[src/pwm_channel_pkg.sv]
// package: register map, field layout and reset values of the pwm channel
package pwm_channel_pkg;
   // wishbone word offsets (byte addresses)
   localparam logic [3:0] CONTROL_OFFSET = 4'h0;
   localparam logic [3:0] DUTY_HIGH_OFFSET = 4'h4;
   localparam logic [3:0] DUTY_LOW_OFFSET = 4'h8;
   // control register fields
   localparam int ENABLE_BIT = 7;
   localparam int LEVEL_BIT = 5;
   localparam int POLARITY_BIT = 4;
   // duty low field position
   localparam int DUTY_LOW_MSB = 7;
   localparam int DUTY_LOW_LSB = 6;
   // reset values
   localparam logic [7:0] CONTROL_RESET = 8'h00;
   localparam logic [9:0] DUTY_POWER_ON = 10'h000;
   // reset kinds seen at the channel
   typedef enum logic [1:0] {
      RESET_NONE_ST = 2'b01,
      RESET_SOFT_ST = 2'b10
   } reset_kind_type;
endpackage

[src/duty_if.sv]
// interface: duty value handed between register file and compare unit
`timescale 1ns/1ps
interface duty_if;
   logic [9:0] duty;
   logic enable;
   logic polarity;
   logic level;
   modport regs (output duty, output enable, output polarity, input level);
   modport cmp (input duty, input enable, input polarity, output level);
endinterface

[src/pwm_compare.sv]
// compare unit: double-buffered duty against the 10-bit time base
`timescale 1ns/1ps
module pwm_compare
   import pwm_channel_pkg::*;
(
   // clock and reset
   input wire logic clk_i,
   input wire logic resetn_i,
   input wire logic ce_i,
   // timer side
   input wire logic [7:0] timer_count_i,
   input wire logic [1:0] prescale_phase_i,
   input wire logic period_match_i,
   input wire logic timer_cleared_i,
   // output
   output logic pwm_o,
   duty_if.cmp link
);
   logic [9:0] duty_buf_ff;
   logic raw_ff;
   logic [9:0] time_base;

   // time base: count extended by the two prescaled phase bits
   assign time_base = {timer_count_i, prescale_phase_i};

   // buffer loads only on the period match, next increment cycle
   always_ff @(posedge clk_i or negedge resetn_i)
   begin
      if (!resetn_i)
         duty_buf_ff <= DUTY_POWER_ON;
      else if (ce_i && period_match_i)
         duty_buf_ff <= link.duty;
   end

   // raw waveform, active high before polarity
   always_ff @(posedge clk_i or negedge resetn_i)
   begin
      if (!resetn_i)
         raw_ff <= 1'b0;
      else if (ce_i)
      begin
         if (!link.enable)
            raw_ff <= 1'b0;
         else if (timer_cleared_i)
            raw_ff <= (duty_buf_ff != 10'h000);
         else if (time_base == duty_buf_ff)
            raw_ff <= 1'b0;
      end
   end

   // polarity applied after the register so the level bit sees the pin value
   always_ff @(posedge clk_i or negedge resetn_i)
   begin
      if (!resetn_i)
         pwm_o <= 1'b0;
      else if (ce_i)
         pwm_o <= raw_ff ^ link.polarity;
   end

   assign link.level = pwm_o;
endmodule

[src/ten_bit_pwm_channel.sv]
// top: wishbone register file of one 10-bit pwm channel
`timescale 1ns/1ps
module ten_bit_pwm_channel
   import pwm_channel_pkg::*;
(
   // clock, reset, enable
   input wire logic clk_i,
   input wire logic resetn_i,
   input wire logic soft_resetn_i,
   input wire logic ce_i,
   // wishbone slave
   input wire logic cyc_i,
   input wire logic stb_i,
   input wire logic we_i,
   input wire logic [3:0] adr_i,
   input wire logic [3:0] sel_i,
   input wire logic [31:0] dat_i,
   output logic [31:0] dat_o,
   output logic ack_o,
   // shared timer
   input wire logic [7:0] timer_count_i,
   input wire logic [1:0] prescale_phase_i,
   input wire logic period_match_i,
   input wire logic timer_cleared_i,
   // output
   output logic pwm_o
);
   duty_if link();
   // bus handshake states, one-hot so a stray code falls back to idle
   typedef enum logic [1:0] {
      BUS_IDLE_ST = 2'b01,
      BUS_ACK_ST = 2'b10
   } bus_state_type;
   bus_state_type bus_state_ff;
   bus_state_type nxt_bus_state;
   logic enable_ff;
   logic polarity_ff;
   logic [7:0] duty_high_ff;
   logic [1:0] duty_low_ff;
   logic [31:0] dat_ff;
   logic wr_req;
   logic rd_req;
   logic [31:0] nxt_dat;
   logic sel_control;
   logic sel_duty_high;
   logic sel_duty_low;
   logic bus_taken;
   logic wr_control;
   logic wr_duty_high;
   logic wr_duty_low;

   // register map, one byte of each 32-bit word is used:
   //   control    bit 7 enable, bit 5 live output level (read only), bit 4 polarity
   //   duty high  duty bits 9..2
   //   duty low   duty bits 1..0 in bits 7..6
   // every other bit, lane or offset reads zero and drops writes

   // limitations:
   //   only the low byte lane is decoded; sel_i[3:1] are ignored
   //   a soft reset clears enable and polarity but never the duty pair,
   //   so the output stops until enable is written again, then resumes on the old buffered duty
   //   writes land on the edge that takes the request, the same edge that raises ack

   // offset match for the write selects; the read mux compares adr_i against the offsets in its own case
   function automatic logic addr_hit(input logic [3:0] adr, input logic [3:0] offset);
      addr_hit = (adr == offset);
   endfunction

   // register selects from the byte address, held by the master through ack
   assign sel_control = addr_hit(adr_i, CONTROL_OFFSET);
   assign sel_duty_high = addr_hit(adr_i, DUTY_HIGH_OFFSET);
   assign sel_duty_low = addr_hit(adr_i, DUTY_LOW_OFFSET);

   // a request is taken only in idle; in the ack cycle the master still holds
   // stb, and taking it again there would write twice or shift the read data
   assign bus_taken = cyc_i && stb_i && ce_i && (bus_state_ff == BUS_IDLE_ST);
   // writes need the low byte lane, the other lanes carry nothing we store
   assign wr_req = bus_taken && we_i && sel_i[0];
   assign rd_req = bus_taken && !we_i;

   // one write strobe per register
   assign wr_control = wr_req && sel_control;
   assign wr_duty_high = wr_req && sel_duty_high;
   assign wr_duty_low = wr_req && sel_duty_low;

   // idle -> ack on a request, ack -> idle always: ack is a one-cycle pulse,
   // a held stb sees ack fall in the next cycle and is taken again as a new
   // request in that idle cycle, with no stb low cycle needed in between
   always_comb
   begin
      nxt_bus_state = bus_state_ff;
      case (bus_state_ff)
         BUS_IDLE_ST:
            if (cyc_i && stb_i)
               nxt_bus_state = BUS_ACK_ST;
         BUS_ACK_ST:
            nxt_bus_state = BUS_IDLE_ST;
         default:
            nxt_bus_state = BUS_IDLE_ST;
      endcase
   end

   // state register, frozen with everything else while ce_i is low
   always_ff @(posedge clk_i or negedge resetn_i)
   begin
      if (!resetn_i)
         bus_state_ff <= BUS_IDLE_ST;
      else if (ce_i)
         bus_state_ff <= nxt_bus_state;
   end
   assign ack_o = (bus_state_ff == BUS_ACK_ST);

   // enable bit: a soft reset clears it like a power-on reset
   always_ff @(posedge clk_i or negedge resetn_i)
   begin
      if (!resetn_i)
         enable_ff <= CONTROL_RESET[ENABLE_BIT];
      else if (ce_i)
      begin
         if (!soft_resetn_i)
            enable_ff <= CONTROL_RESET[ENABLE_BIT];
         else if (wr_control)
            enable_ff <= dat_i[ENABLE_BIT];
      end
   end

   // polarity bit: reaches the pin one edge after it changes, since the
   // compare unit applies it behind its raw waveform register
   always_ff @(posedge clk_i or negedge resetn_i)
   begin
      if (!resetn_i)
         polarity_ff <= CONTROL_RESET[POLARITY_BIT];
      else if (ce_i)
      begin
         if (!soft_resetn_i)
            polarity_ff <= CONTROL_RESET[POLARITY_BIT];
         else if (wr_control)
            polarity_ff <= dat_i[POLARITY_BIT];
      end
   end

   // duty high byte: only the power-on reset touches it, a soft reset keeps it
   always_ff @(posedge clk_i or negedge resetn_i)
   begin
      if (!resetn_i)
         duty_high_ff <= DUTY_POWER_ON[9:2];
      else if (wr_duty_high)
         duty_high_ff <= dat_i[7:0];
   end

   // duty low pair: same reset rule; bits 5..0 are not stored at all
   always_ff @(posedge clk_i or negedge resetn_i)
   begin
      if (!resetn_i)
         duty_low_ff <= DUTY_POWER_ON[1:0];
      else if (wr_duty_low)
         duty_low_ff <= dat_i[DUTY_LOW_MSB:DUTY_LOW_LSB];
   end

   // read mux, unmapped offsets read zero; the level bit is the pin itself,
   // so software sees the waveform after polarity, not the raw compare state
   always_comb
   begin
      nxt_dat = 32'h0000_0000;
      case (adr_i)
         CONTROL_OFFSET:
         begin
            nxt_dat[ENABLE_BIT] = enable_ff;
            nxt_dat[LEVEL_BIT] = link.level;
            nxt_dat[POLARITY_BIT] = polarity_ff;
         end
         DUTY_HIGH_OFFSET: nxt_dat[7:0] = duty_high_ff;
         DUTY_LOW_OFFSET: nxt_dat[DUTY_LOW_MSB:DUTY_LOW_LSB] = duty_low_ff;
         default: nxt_dat = 32'h0000_0000;
      endcase
   end

   // read data register, loaded only when a read is taken so it stands
   // unchanged through the ack cycle even though the level bit moves on
   always_ff @(posedge clk_i or negedge resetn_i)
   begin
      if (!resetn_i)
         dat_ff <= 32'h0000_0000;
      else if (rd_req)
         dat_ff <= nxt_dat;
   end
   assign dat_o = dat_ff;

   // duty pair and control bits handed to the compare unit; the duty is the
   // live register value, the compare unit keeps its own buffered copy
   assign link.duty = {duty_high_ff, duty_low_ff};
   assign link.enable = enable_ff;
   assign link.polarity = polarity_ff;

   // compare unit timing, all inputs on this clock:
   //   period_match_i  buffer loads the duty pair at this edge
   //   timer_cleared_i output goes active unless the buffered duty is zero
   //   time base equal to the buffered duty drops the output again
   // a duty at or above the period never matches, so the output stays active
   pwm_compare i_pwm_compare (
      .clk_i(clk_i),
      .resetn_i(resetn_i),
      .ce_i(ce_i),
      .timer_count_i(timer_count_i),
      .prescale_phase_i(prescale_phase_i),
      .period_match_i(period_match_i),
      .timer_cleared_i(timer_cleared_i),
      .pwm_o(pwm_o),
      .link(link)
   );
endmodule

[config.mk]
export PLATFORM = sky130hd
export DESIGN_NAME = ten_bit_pwm_channel
export DESIGN_NICKNAME = d
export VERILOG_FILES = /design/src/pwm_channel_pkg.sv /design/src/duty_if.sv /design/src/pwm_compare.sv /design/src/ten_bit_pwm_channel.sv
export SDC_FILE = /design/constraint.sdc
export NUM_CORES = 1
export LEC_CHECK = 0
export ABC_AREA = 1
export BUFFER_PORTS_ARGS = -buffer_cell sky130_fd_sc_hd__buf_2
export CAP_MARGIN = 20
export CORE_ASPECT_RATIO = 1.4
export CORE_MARGIN = 8
export CORE_UTILIZATION = 35
export CTS_CLUSTER_DIAMETER = 40
export DETAILED_ROUTE_END_ITERATION = 10
export PLACE_DENSITY = 0.61
export SLEW_MARGIN = 20
export SYNTH_ARGS = -nofsm -noshare
export SYNTH_HDL_FRONTEND = slang
export SYNTH_SLANG_ARGS = --single-unit
[constraint.sdc]
create_clock -name clk_i -period 2.9 [get_ports clk_i]
set_input_delay 0.29 -clock clk_i [delete_from_list [all_inputs] [get_ports clk_i]]
set_output_delay 0.29 -clock clk_i [all_outputs]
set_load 0.01 [all_outputs]
# [Word-level counts from Yosys, hierarchy flattened]
# Index checks and enable logic that the tools add are counted.
[totals] input_bits=59 output_inout_bits=34 ff_bits=34
[op_classes] reduce_logical=16 n_bitwise=1 n_mux=13 eq_ne=8
[ops] operator="$eq A10 B10 Y1" count=1
[ops] operator="$logic_and A1 B1 Y1" count=10
[ops] operator="$reduce_bool A10 Y1" count=1
[ops] operator="$mux W1" count=7
[ops] operator="$reduce_and A2 Y1" count=3
[ops] operator="$eq A4 B3 Y1 const B" count=1
[ops] operator="$eq A4 B4 Y1 const B" count=1
[ops] operator="$logic_not A4 Y1" count=1
[ops] operator="$mux W2" count=2
[ops] operator="$mux W4" count=1
[ops] operator="$ne A2 B1 Y1 const B" count=2
[ops] operator="$pmux W2 S2" count=1
[ops] operator="$ne A3 B2 Y1 const B" count=1
[ops] operator="$pmux W1 S3" count=1
[ops] operator="$eq A2 B1 Y1 const B" count=1
[ops] operator="$eq A2 B2 Y1 const B" count=1
[ops] operator="$pmux W1 S2" count=1
[ops] operator="$logic_not A1 Y1" count=1
[ops] operator="$xor A1 B1 Y1" count=1

# [Longest topological paths before layout]
# Gate-level depths: netlist of the first run.
[logic_depth] word_depth=8 depth_mapped=9 mapped_depth_nobuf=9

# [Cells and area by module]
# A second synthesis of the first run with hierarchy kept.
[hier_totals] cells_unflattened=243 area_unflattened_um2=1948.1
[modules_own_cells] mod="ten_bit_pwm_channel" area_each_um2=1211.2 seq_area_each_um2=551.8 cells_each=151 n_inst=1
[modules_own_cells] mod="pwm_compare" area_each_um2=737.0 seq_area_each_um2=300.3 cells_each=92 n_inst=1

# [Worst setup path after synthesis of the first run]
# OpenSTA, ideal clock, no wires.
[synth_timing] kind="flip-flop to flip-flop" start="register bus_state_ff[0]" end="register dat_ff[1] (netlist: dat_o[1])" t_required_ps=2807 arrival_ps=1233 period_less_slack_ps=1326 path_slack_ps=1574 setup_ps=93 path_stages_with_launch=8 cell_sequence="dfstp_2 -> nand3_4 -> nor2_4 -> inv_2 -> nor2_4 -> inv_2 -> buf_6 -> o31ai_2"
[synth_via] elab_chain_len=3
[synth_lines] element="start, declared" line="ten_bit_pwm_channel.sv:34" source="bus_state_type bus_state_ff;"
[synth_lines] element="start signal, assigned" line="ten_bit_pwm_channel.sv:109" source="bus_state_ff <= nxt_bus_state;"
[synth_lines] element="$eq A2 B1 Y1" line="ten_bit_pwm_channel.sv:76" source="assign bus_taken = cyc_i && stb_i && ce_i && (bus_state_ff == BUS_IDLE_ST);"
[synth_lines] element="$logic_and A1 B1 Y1" line="ten_bit_pwm_channel.sv:76"
[synth_lines] element="$logic_and A1 B1 Y1" line="ten_bit_pwm_channel.sv:79" source="assign rd_req = bus_taken && !we_i;"
[synth_lines] element="end signal, assigned" line="ten_bit_pwm_channel.sv:185" source="dat_ff <= nxt_dat;"
[synth_lines] element="end, declared" line="ten_bit_pwm_channel.sv:40" source="logic [31:0] dat_ff;"
# Every way passes these cells.
# A chain may end at the register's enable or synchronous reset.

# [Worst setup path after layout of the first run]
[layout_timing] start="register bus_state_ff[0]" end="register duty_high_ff[3]"
[layout_via] elab_chain_len=5
[layout_lines] element="$eq A2 B1 Y1" line="ten_bit_pwm_channel.sv:76"
[layout_lines] element="$logic_and A1 B1 Y1" line="ten_bit_pwm_channel.sv:76"
[layout_lines] element="$logic_and A1 B1 Y1 (2 in a row)" line="ten_bit_pwm_channel.sv:78" source="assign wr_req = bus_taken && we_i && sel_i[0];"
[layout_lines] element="$logic_and A1 B1 Y1" line="ten_bit_pwm_channel.sv:83" source="assign wr_duty_high = wr_req && sel_duty_high;"
[layout_lines] element="end signal, assigned" line="ten_bit_pwm_channel.sv:146" source="duty_high_ff <= DUTY_POWER_ON[9:2];"
[layout_lines] element="end signal, assigned" line="ten_bit_pwm_channel.sv:148" source="duty_high_ff <= dat_i[7:0];"
[layout_lines] element="end, declared" line="ten_bit_pwm_channel.sv:38" source="logic [7:0] duty_high_ff;"
# Every way passes these cells.

==> impl_metrics.env, run 1 <==
export IMPL_max_freq_mhz=709
export IMPL_power_leakage_nw=1.14
export IMPL_vias=1471
export IMPL_tritoncts="built"
export IMPL_cp_cell_sequence="nand3_4 > nor2_4 > nand2_1 > nor2_4 > nand2_1 > o21ai_0"
export IMPL_cts_buffer_depth=2
export IMPL_dieHeight_um=102
export IMPL_antenna_found_initial=0
export IMPL_seq_area_frac_synth_pct=45.8
export IMPL_postRouteAntennaNets=0
export IMPL_syn_to_final_growth_pct=13.1
export IMPL_max_slew_margin_rel_pct=49.8
export IMPL_use_met3_pct=3.52
export IMPL_final_common_cell="nand2_1"
export IMPL_num_io_pins=93
export IMPL_clkTransAtPathRegs_ns=0.07
export IMPL_vdd_ir_drop_max_mv=0.311
export IMPL_grtUsageMet2_pct=17.3
export IMPL_cts_setup_buffers=0
export IMPL_core_area_mm2=0.00516
export IMPL_fin_tns_setup_ns=0
export IMPL_cts_made_buffers=5
export IMPL_crit_family="simple AND/OR/NAND/NOR gates"
export IMPL_grt_pass1_wl_um=6350
export IMPL_cts_sinks=34
export IMPL_root_buffer="clkbuf_8"
export IMPL_min_path_type="primary input to async pin"
export IMPL_timing_worst_slew_pin_value_ns=0.752
export IMPL_insertion_delay_ns=0.28
export IMPL_diodes=0
export IMPL_post_route_min_period_ns=1.41
export IMPL_final_cell_mix="nand2_1, buf_2, inv_1, dfrtp_1, o21ai_0"
export IMPL_grt_start_max_net_pins=35
export IMPL_pwr_density_cell_mw_per_mm2=509
export IMPL_cp_buffers_inverters=0
export IMPL_grt_busiest_layer="met2"
export IMPL_synthCells=229
export IMPL_wl_um=3920
export IMPL_drtIter0Drc=35
export IMPL_final_period_utilization_pct=48.7
export IMPL_overflow=0
export IMPL_num_rows=31
export IMPL_required_ns=3.10
export IMPL_grt_use_met1_pct=10.8
export IMPL_drv_cap=0
export IMPL_drc=0
export IMPL_initial_core_util_pct=36.1
export IMPL_nNetsFinal=330
export IMPL_slowest_stage="dfstp_2"
export IMPL_grtUsageTotal_pct=10.0
export IMPL_drive_gt1_share_pct=21.7
export IMPL_routabilityCongestion=0.736
export IMPL_wl_per_cell_um=11.6
export IMPL_setup_violations=0
export IMPL_hold_buffers=0
export IMPL_first_pass_iters=4
export IMPL_cts_resized=0
export IMPL_cts_max_level=2
export IMPL_drv_slew=0
export IMPL_die_w_um=77.6
export IMPL_syn_area_mm2=0.00186
export IMPL_port_buffers=41
export IMPL_synth_cell_types=25
export IMPL_synth_seq_cells=34
export IMPL_crit_fanout=16
export IMPL_clock_skew_ns=0.00197
export IMPL_synth_area_per_cell_um2=8.13
export IMPL_worst_setup_path_end_kind="flop"
export IMPL_dp_hpwl_um=3150
export IMPL_outcome="finished clean"
export IMPL_max_stage_delay_ns=0.57
export IMPL_startpoint_type="flop"
export IMPL_grt_pass1_vias=1429
export IMPL_finalPower_mw=1.07
export IMPL_synth_warnings=0
export IMPL_crit_type="flop to flop"
export IMPL_hold_viol=0
export IMPL_arrival_ns=1.61
export IMPL_die_area_mm2=0.00794
export IMPL_rsz0062_at_grt="no"
export IMPL_via_per_inst=4.35
## cell usage after synthesis
master	number	area, um^2
nand2_1	59	221
nor2_4	3	33.8
dfrtp_1	33	826
clkbuf_1	2	7.51
nand3_4	1	17.5
o22ai_1	4	25.0
xnor2_1	4	35.0
o31ai_1	1	7.51
inv_2	2	7.51
o31ai_2	3	37.5
buf_6	3	33.8
nand3_2	1	10.0
xor2_1	1	8.76
nand4_1	2	12.5
o22a_1	1	8.76
nor3_1	1	5.00
nand3b_1	1	7.51
buf_4	24	180
inv_1	33	124
o21ai_0	25	125
nand3_1	5	25.0
nor2_1	14	52.6
dfstp_2	1	26.3
conb_1	1	3.75
a21oi_1	4	20.0
## layout make-up
cell class                 count  area (um^2)
fill                         549         3050
sequential                    34          852
multi-input combinational    154          743
timing repair buffer          41          205
inverter                      35          131
clock buffer                   7         86.3
tap                           66         82.6
clock inverter                 1         5.00
## final timing paths
path                                              from                              endpoint  slack (ns)  depth (start not counted)
hold reg to reg                   dat_o[5]$_DFFE_PN0P_                  dat_o[5]$_DFFE_PN0P_        0.48                          2
max in group asynchronous                     resetn_i           duty_high_ff[7]$_DFFE_PN0P_        2.35                          1
setup reg to reg           bus_state_ff[0]$_DFFE_PN1P_           duty_high_ff[3]$_DFFE_PN0P_        1.49                          6
hold / removal                                resetn_i  i_pwm_compare.link.level$_DFFE_PN0P_        0.08                          1
setup / recovery           bus_state_ff[0]$_DFFE_PN1P_           duty_high_ff[3]$_DFFE_PN0P_        1.49                          6
min in group clk_i                            dat_i[1]           duty_high_ff[1]$_DFFE_PN0P_        0.21                          3
## kinds of logic after synthesis
logic type | count (synthesis) | synth area share [%]
AOI/OAI and AO/OA | 38 | 12.0
other | 1 | 0.201
xor gates and xnor gates | 5 | 2.35
and+or+nand+nor | 87 | 20.7
DFF | 34 | 45.8
buffers and inverters | 64 | 19.0
## registers in the layout, indices dropped and copies added, names as in the netlist
| name | count |
|---|---|
| i_pwm_compare.raw_ff | 1 |
| duty_low_ff | 2 |
| link.polarity | 1 |
| bus_state_ff | 2 |
| i_pwm_compare.duty_buf_ff | 10 |
| dat_o | 8 |
| enable_ff | 1 |
| i_pwm_compare.link.level | 1 |
| duty_high_ff | 8 |
## through the flow
| step | util [%] | instances | cell area, um^2 | hold slack [ns] | worst slack (ns) |
|---|---|---|---|---|---|
| 6_report | 40.8 | 338 | 2110 | 0.0764 | 1.49 |
| 5_1_grt | 40.8 | 338 | 2110 | 0.132 | 1.31 |
| 4_1_cts | 40.8 | 338 | 2110 | 0.0984 | 1.46 |
| 3_5_place_dp | 39.0 | 330 | 2010 | 0.407 | 1.42 |
| 3_3_place_gp | 39.0 | 330 | 2010 | 0.399 | 1.46 |
| 2_1_floorplan | - | 252 | 1950 | -0.00559 | 1.57 |
## per-layer routing
layer | vias up | part of all wire (%)
met5 | - | 0
met4 | 0 | 1.8
met3 | 7 | 7.8
met2 | 48 | 50
met1 | 671 | 40
li1 | 745 | -
## power by group
group / leakage [nW] / switching, mW / total [mW] / internal (mW)
clock: 0.0482 / 0.161 / 0.352 / 0.191
combinational: 0.699 / 0.106 / 0.173 / 0.0676
sequential: 0.391 / 0.0279 / 0.546 / 0.518
total: 1.14 / 0.294 / 1.07 / 0.777
## worst reg2reg max path, delay by kind of cell, from the launching register on
| kind | cells | cell delay (ns) |
|---|---|---|
| simple gates | 5 | 0.68 |
| flops | 1 | 0.57 |
| compound gates | 1 | 0.09 |
Power figures use the tool's default switching activity.
==> run 2, diff against run 1 <==
clock period = 1.3 ns   (was 2.9 ns; I/O delays follow)
==> run 2 against run 1 <==
  * Final cell count is 3.0% higher
  * Largest cell class unchanged
  * The run now ends with setup timing left
  * Sequential share of layout area is 2.1 points lower
  * Flip-flop and latch count stayed put
  * Clock power is 130% higher
  * Critical path type unchanged
  * First-iteration DRC count is 11% higher
  * Maximum frequency is 5.8% higher
  * Worst setup slack worse by 1.5 ns
==> impl_metrics.env, run 2 (synthesized netlist as in run 1, its figures left out) <==
export IMPL_final_cell_mix="nand2_1, buf_2, inv_1, dfrtp_1, conb_1"
export IMPL_max_freq_mhz=750
export IMPL_routed_top_layer="met4"
export IMPL_root_buffer="clkbuf_8"
export IMPL_port_buffers=41
export IMPL_num_io_pins=93
export IMPL_cts_max_level=2
export IMPL_wl_per_cell_um=11.6
export IMPL_fillerInstances=560
export IMPL_wl_um=4020
export IMPL_vdd_ir_drop_max_mv=0.759
export IMPL_final_common_cell="nand2_1"
export IMPL_clock_skew_ns=0.00285
export IMPL_initial_core_util_pct=36.1
export IMPL_arrival_ns=1.53
export IMPL_worst_setup_path_end_kind="flop"
export IMPL_power_leakage_nw=1.19
export IMPL_cp_buffers_inverters=2
export IMPL_setup_violations=7
export IMPL_grt_pass1_vias=1511
export IMPL_drc=0
export IMPL_dieHeight_um=102
export IMPL_crit_path_frequent_cell="nor2_4"
export IMPL_crit_fanout=11
export IMPL_postRouteAntennaNets=0
export IMPL_drv_cap=0
export IMPL_met2RoutedLength_um=1920
export IMPL_syn_to_final_growth_pct=19.3
export IMPL_num_rows=31
export IMPL_min_path_type="primary input to flop"
export IMPL_startpoint_type="flop"
export IMPL_finalPower_mw=2.43
export IMPL_insertion_delay_ns=0.28
export IMPL_via_per_inst=4.25
export IMPL_first_pass_iters=4
export IMPL_met3WireLength_um=315
export IMPL_cts_sinks=34
export IMPL_largest_register="i_pwm_compare.duty_buf_ff"
export IMPL_outcome="finished with violations"
export IMPL_die_area_mm2=0.00794
export IMPL_hold_viol=0
export IMPL_p_switching_mw=0.675
export IMPL_final_period_utilization_pct=103
export IMPL_die_w_um=77.6
export IMPL_largest_reg_flops=10
export IMPL_grt_start_max_net_pins=35
export IMPL_switching_share_pct=27.8
export IMPL_finalWorstSetupSlack_ns=-0.0335
export IMPL_antenna_found_initial=0
export IMPL_pwr_density_cell_mw_per_mm2=1090
export IMPL_tritoncts="built"
export IMPL_routabilityCongestion=0.744
export IMPL_clkTransAtPathRegs_ns=0.07
export IMPL_grt_pass1_wl_um=6670
export IMPL_slowest_stage="dfstp_2"
export IMPL_seqPwrFrac_pct=50.2
export IMPL_drive_gt1_share_pct=25.5
export IMPL_dp_hpwl_um=3200
export IMPL_max_stage_delay_ns=0.55
export IMPL_p_int_mw=1.75
export IMPL_crit_type="flop to flop"
export IMPL_power_share_combinational_pct=17.2
export IMPL_p_clk_share_pct=32.6
export IMPL_violations="setup timing"
export IMPL_cp_cell_sequence="nand3_4 > nor2_4 > inv_2 > nor2_4 > inv_4 > o31ai_2"
export IMPL_cts_made_buffers=5
export IMPL_drtIter0Drc=39
export IMPL_wl_met1_um=1740
export IMPL_stdcell_count=348
export IMPL_rsz0062_at_grt="yes"
export IMPL_post_route_min_period_ns=1.33
export IMPL_core_area_mm2=0.00516
export IMPL_vias=1479
export IMPL_required_ns=1.49
export IMPL_cts_buffer_depth=2
export IMPL_crit_family="flip-flops"
export IMPL_grtUsageTotal_pct=10.5
export IMPL_overflow=0
export IMPL_diodes=0
export IMPL_drv_slew=0
export IMPL_nNetsFinal=340
export IMPL_dp_cells=339
==> run 2: cell type report <==
class / instances / area (um^2) / share of cell area [%]
clock buffers: 7 / 86.3 / 3.89
clock inverters: 1 / 5.00 / 0.225
inverters: 35 / 134 / 6.03
multi-input cells: 154 / 766 / 34.5
flip-flops and latches: 34 / 852 / 38.4
well taps: 66 / 82.6 / 3.72
repair buffers: 51 / 295 / 13.3
==> run 2: worst register-to-register path, stage by stage (launching register included) <==
cell     delay (ns)
dfstp_2        0.55
nand3_4        0.08
nor2_4         0.13
inv_2          0.06
nor2_4         0.13
inv_4          0.09
o31ai_2        0.19
==> run 2: per-stage QoR <==
stage | setup slack [ns] | hold WS (ns) | cell area [um^2] | utilization [%] | TNS, ns
2_1_floorplan | -0.0257 | -0.166 | 1950 | - | -0.105
3_3_place_gp | -0.0478 | 0.183 | 2090 | 40.6 | -0.151
3_5_place_dp | -0.0398 | 0.189 | 2090 | 40.6 | -0.274
4_1_cts | -0.0494 | 0.0501 | 2210 | 42.8 | -0.248
5_1_grt | -0.131 | 0.0906 | 2220 | 43.1 | -1.92
6_report | -0.0335 | 0.0552 | 2220 | 43.1 | -0.132
==> run 2: final timing paths <==
path	from	endpoint	slack, ns	depth (start not counted)
max	bus_state_ff[0]$_DFFE_PN1P_	dat_o[2]$_DFFE_PN0P_	-0.03	6
min	dat_i[0]	duty_high_ff[0]$_DFFE_PN0P_	0.06	3
max reg2reg	bus_state_ff[0]$_DFFE_PN1P_	dat_o[2]$_DFFE_PN0P_	-0.03	6
min reg2reg	dat_o[4]$_DFFE_PN0P_	dat_o[4]$_DFFE_PN0P_	0.49	2
max in group asynchronous	resetn_i	bus_state_ff[0]$_DFFE_PN1P_	0.55	3
min in group asynchronous	resetn_i	enable_ff$_DFFE_PN0P_	0.42	3
==> run 2: power groups by stage <==
stage | clock network, mW | logic [mW] | registers, mW
final | 0.792 | 0.419 | 1.22
after global routing | 0.861 | 0.485 | 1.23
after CTS | 0.820 | 0.421 | 1.22
after detailed placement | 0 | 0.411 | 1.24
after global placement | 0 | 0.408 | 1.23
after floorplan | 0 | 0.289 | 1.24
==> run 2: repair_timing <==
item	in CTS	in global routing
setup buffers	0	0
hold buffers	1	0
gates resized for setup	6	5
endpoints found under the hold margin	33	0
pin swaps	0	2
setup endpoints to repair	15	20
==> run 2: per-layer routing <==
metal / vias up / GRT usage, %
li1: 768 / -
met5: - / 0
met3: 4 / 3.79
met2: 46 / 17.4
met4: 0 / 3.94
met1: 661 / 12.0
==> run 3, diff against run 2 <==
ABC_AREA = unset   (was 1)
PLACE_DENSITY = 0.62   (was 0.61)
==> run 3 against run 2 <==
  * The run still ends with setup timing left
  * Final cell count is 20% lower
  * Critical path type unchanged
  * Sequential share of layout area shrank 0.41 points
  * Clock power grew 18%
  * Area after synthesis shrank 6.7%
==> impl_metrics.env, run 3 <==
export IMPL_outcome="finished with violations"
export IMPL_violations="setup timing"
export IMPL_syn_to_final_growth_pct=29.3
export IMPL_fillerInstances=455
export IMPL_crit_family="flip-flops"
export IMPL_min_path_type="primary input to flop"
export IMPL_final_period_utilization_pct=114
export IMPL_synth_area_leaders="dfrtp_1, mux2_2, buf_4"
export IMPL_yosys_area_top_type="dfrtp_1"
export IMPL_grt_start_max_net_pins=35
export IMPL_synthCells=150
export IMPL_synth_top_area_share_pct=47.6
export IMPL_final_common_cell="buf_2"
export IMPL_synth_area_per_cell_um2=11.6
export IMPL_clkTransAtPathRegs_ns=0.06
export IMPL_arrival_ns=1.65
export IMPL_synth_cell_types=31
export IMPL_wl_um=4130
export IMPL_overflow=0
export IMPL_num_rows=30
export IMPL_final_cell_mix="buf_2, dfrtp_1, conb_1"
export IMPL_r2r_slack_ns=-0.18
export IMPL_die_w_um=75.5
export IMPL_max_stage_delay_ns=0.55
export IMPL_crit_fanout=8
export IMPL_dp_hpwl_um=3270
export IMPL_rsz0062_at_grt="yes"
export IMPL_synthMostInstantiatedCell="dfrtp_1"
export IMPL_diodes=0
export IMPL_cp_cell_sequence="nand2b_4 > nor4b_4 > buf_6 > mux2_4"
export IMPL_dieHeight_um=99.3
export IMPL_initial_core_util_pct=36.1
export IMPL_antenna_found_initial=0
export IMPL_required_ns=1.47
export IMPL_largest_reg_flops=10
export IMPL_synth_edf_count=0
export IMPL_drc=0
export IMPL_num_io_pins=93
export IMPL_synth_warnings=0
export IMPL_finalPower_mw=2.60
export IMPL_max_freq_mhz=675
export IMPL_slowest_stage="dfstp_2"
export IMPL_clock_skew_ns=0.00495
export IMPL_largest_register="i_pwm_compare.duty_buf_ff"
export IMPL_drv_cap=0
export IMPL_core_area_mm2=0.00480
export IMPL_power_leakage_nw=1.11
export IMPL_tritoncts="built"
export IMPL_cp_buffers_inverters=1
export IMPL_grtUsageTotal_pct=11.7
export IMPL_drive_gt1_share_pct=42.7
export IMPL_synthTopCellsByCount="dfrtp_1, buf_4, mux2_2, xnor2_1"
export IMPL_root_buffer="clkbuf_8"
export IMPL_setup_violations=20
export IMPL_crit_type="flop to flop"
export IMPL_pre_cts_ws_ns=-0.311
export IMPL_grt_pass1_vias=1386
export IMPL_cts_sinks=34
export IMPL_seq_area_frac_synth_pct=49.1
export IMPL_cts_buffer_depth=2
export IMPL_hold_viol=0
export IMPL_grt_pass1_wl_um=6640
export IMPL_cts_max_level=2
export IMPL_syn_area_mm2=0.00174
export IMPL_first_pass_iters=4
export IMPL_area_sequential_um2=852
export IMPL_post_route_min_period_ns=1.48
export IMPL_synth_seq_cells=34
export IMPL_nNetsFinal=271
export IMPL_cts_made_buffers=5
export IMPL_pwr_density_cell_mw_per_mm2=1160
export IMPL_drtIter0Drc=33
export IMPL_synthArstFlopShare_pct=100
export IMPL_startpoint_type="flop"
export IMPL_ys_flop_type="dfrtp_1"
export IMPL_multi_input_area_um2=825
export IMPL_via_per_inst=4.62
export IMPL_postRouteAntennaNets=0
export IMPL_vias=1280
export IMPL_die_area_mm2=0.00750
export IMPL_port_buffers=41
export IMPL_insertion_delay_ns=0.28
export IMPL_wl_per_cell_um=14.9
export IMPL_vdd_ir_drop_max_mv=0.834
export IMPL_routabilityCongestion=0.782
export IMPL_drv_slew=0
export IMPL_finalWorstSetupSlack_ns=-0.182
export IMPL_worst_setup_path_end_kind="flop"
## run 3: timing repair
| item | in CTS | in global routing |
|---|---|---|
| resized for setup | 18 | 2 |
| endpoints found under the hold margin | 33 | 0 |
| buffers inserted | 1 | 0 |
| pin swaps | 3 | 0 |
| hold buffers | 1 | 0 |
| cloned | 1 | 0 |
| setup endpoints to repair | 21 | 21 |
## run 3: area by class of cell
type	count	area share (%)
Multi-Input combinational cell	106	36.7
Timing Repair Buffer	58	15.8
Inverter	7	1.17
Clock inverter	1	1.34
Clock buffer	7	3.40
Tap cell	64	3.57
Sequential cell	34	38.0
## run 3: worst paths after layout
path / to / startpoint / cells past startpoint
worst max-delay path: duty_high_ff[3]$_DFFE_PN0P_ / bus_state_ff[0]$_DFFE_PN1P_ / 4
worst min-delay path: duty_high_ff[2]$_DFFE_PN0P_ / dat_i[2] / 2
worst max register to register: duty_high_ff[3]$_DFFE_PN0P_ / bus_state_ff[0]$_DFFE_PN1P_ / 4
worst min register to register: dat_o[3]$_DFFE_PN0P_ / dat_o[3]$_DFFE_PN0P_ / 2
max in group asynchronous: bus_state_ff[0]$_DFFE_PN1P_ / resetn_i / 3
min in group asynchronous: i_pwm_compare.duty_buf_ff[9]$_DFFE_PN0P_ / resetn_i / 3
## run 3: through the flow
step	hold WS (ns)	utilization (%)	TNS (ns)	area, um^2	std cells
finish	0.0759	46.7	-2.13	2240	277
floorplan	-0.166	-	-3.02	1830	173
CTS	0.0657	46.7	-2.16	2240	277
global placement	0.186	42.6	-2.91	2050	266
global route	0.0662	46.7	-3.30	2240	277
detailed placement	0.192	42.6	-3.33	2050	266
## run 3: where the power goes
| group | internal, mW | switching [mW] | total [mW] |
|---|---|---|---|
| clock | 0.573 | 0.362 | 0.935 |
| sequential | 1.15 | 0.0619 | 1.21 |
| combinational | 0.213 | 0.240 | 0.453 |
## run 3: routing by layer
| layer | up-vias | part of all wire, % | global-route usage (%) |
|---|---|---|---|
| li1 | 610 | - | - |
| met1 | 623 | 37 | 12.8 |
| met2 | 42 | 53 | 20.3 |
| met3 | 5 | 7.8 | 2.82 |
| met4 | 0 | 2.0 | 5.35 |
| met5 | - | 0 | 0 |
## run 3: kinds of logic after synthesis
| family | share of synthesized area, % |
|---|---|
| flops | 49.1 |
| buf+inv | 12.5 |
| simple gates | 12.1 |
| compound gates | 7.64 |
| mux | 13.0 |
| xor+xnor | 5.55 |
| other cells | 0.216 |
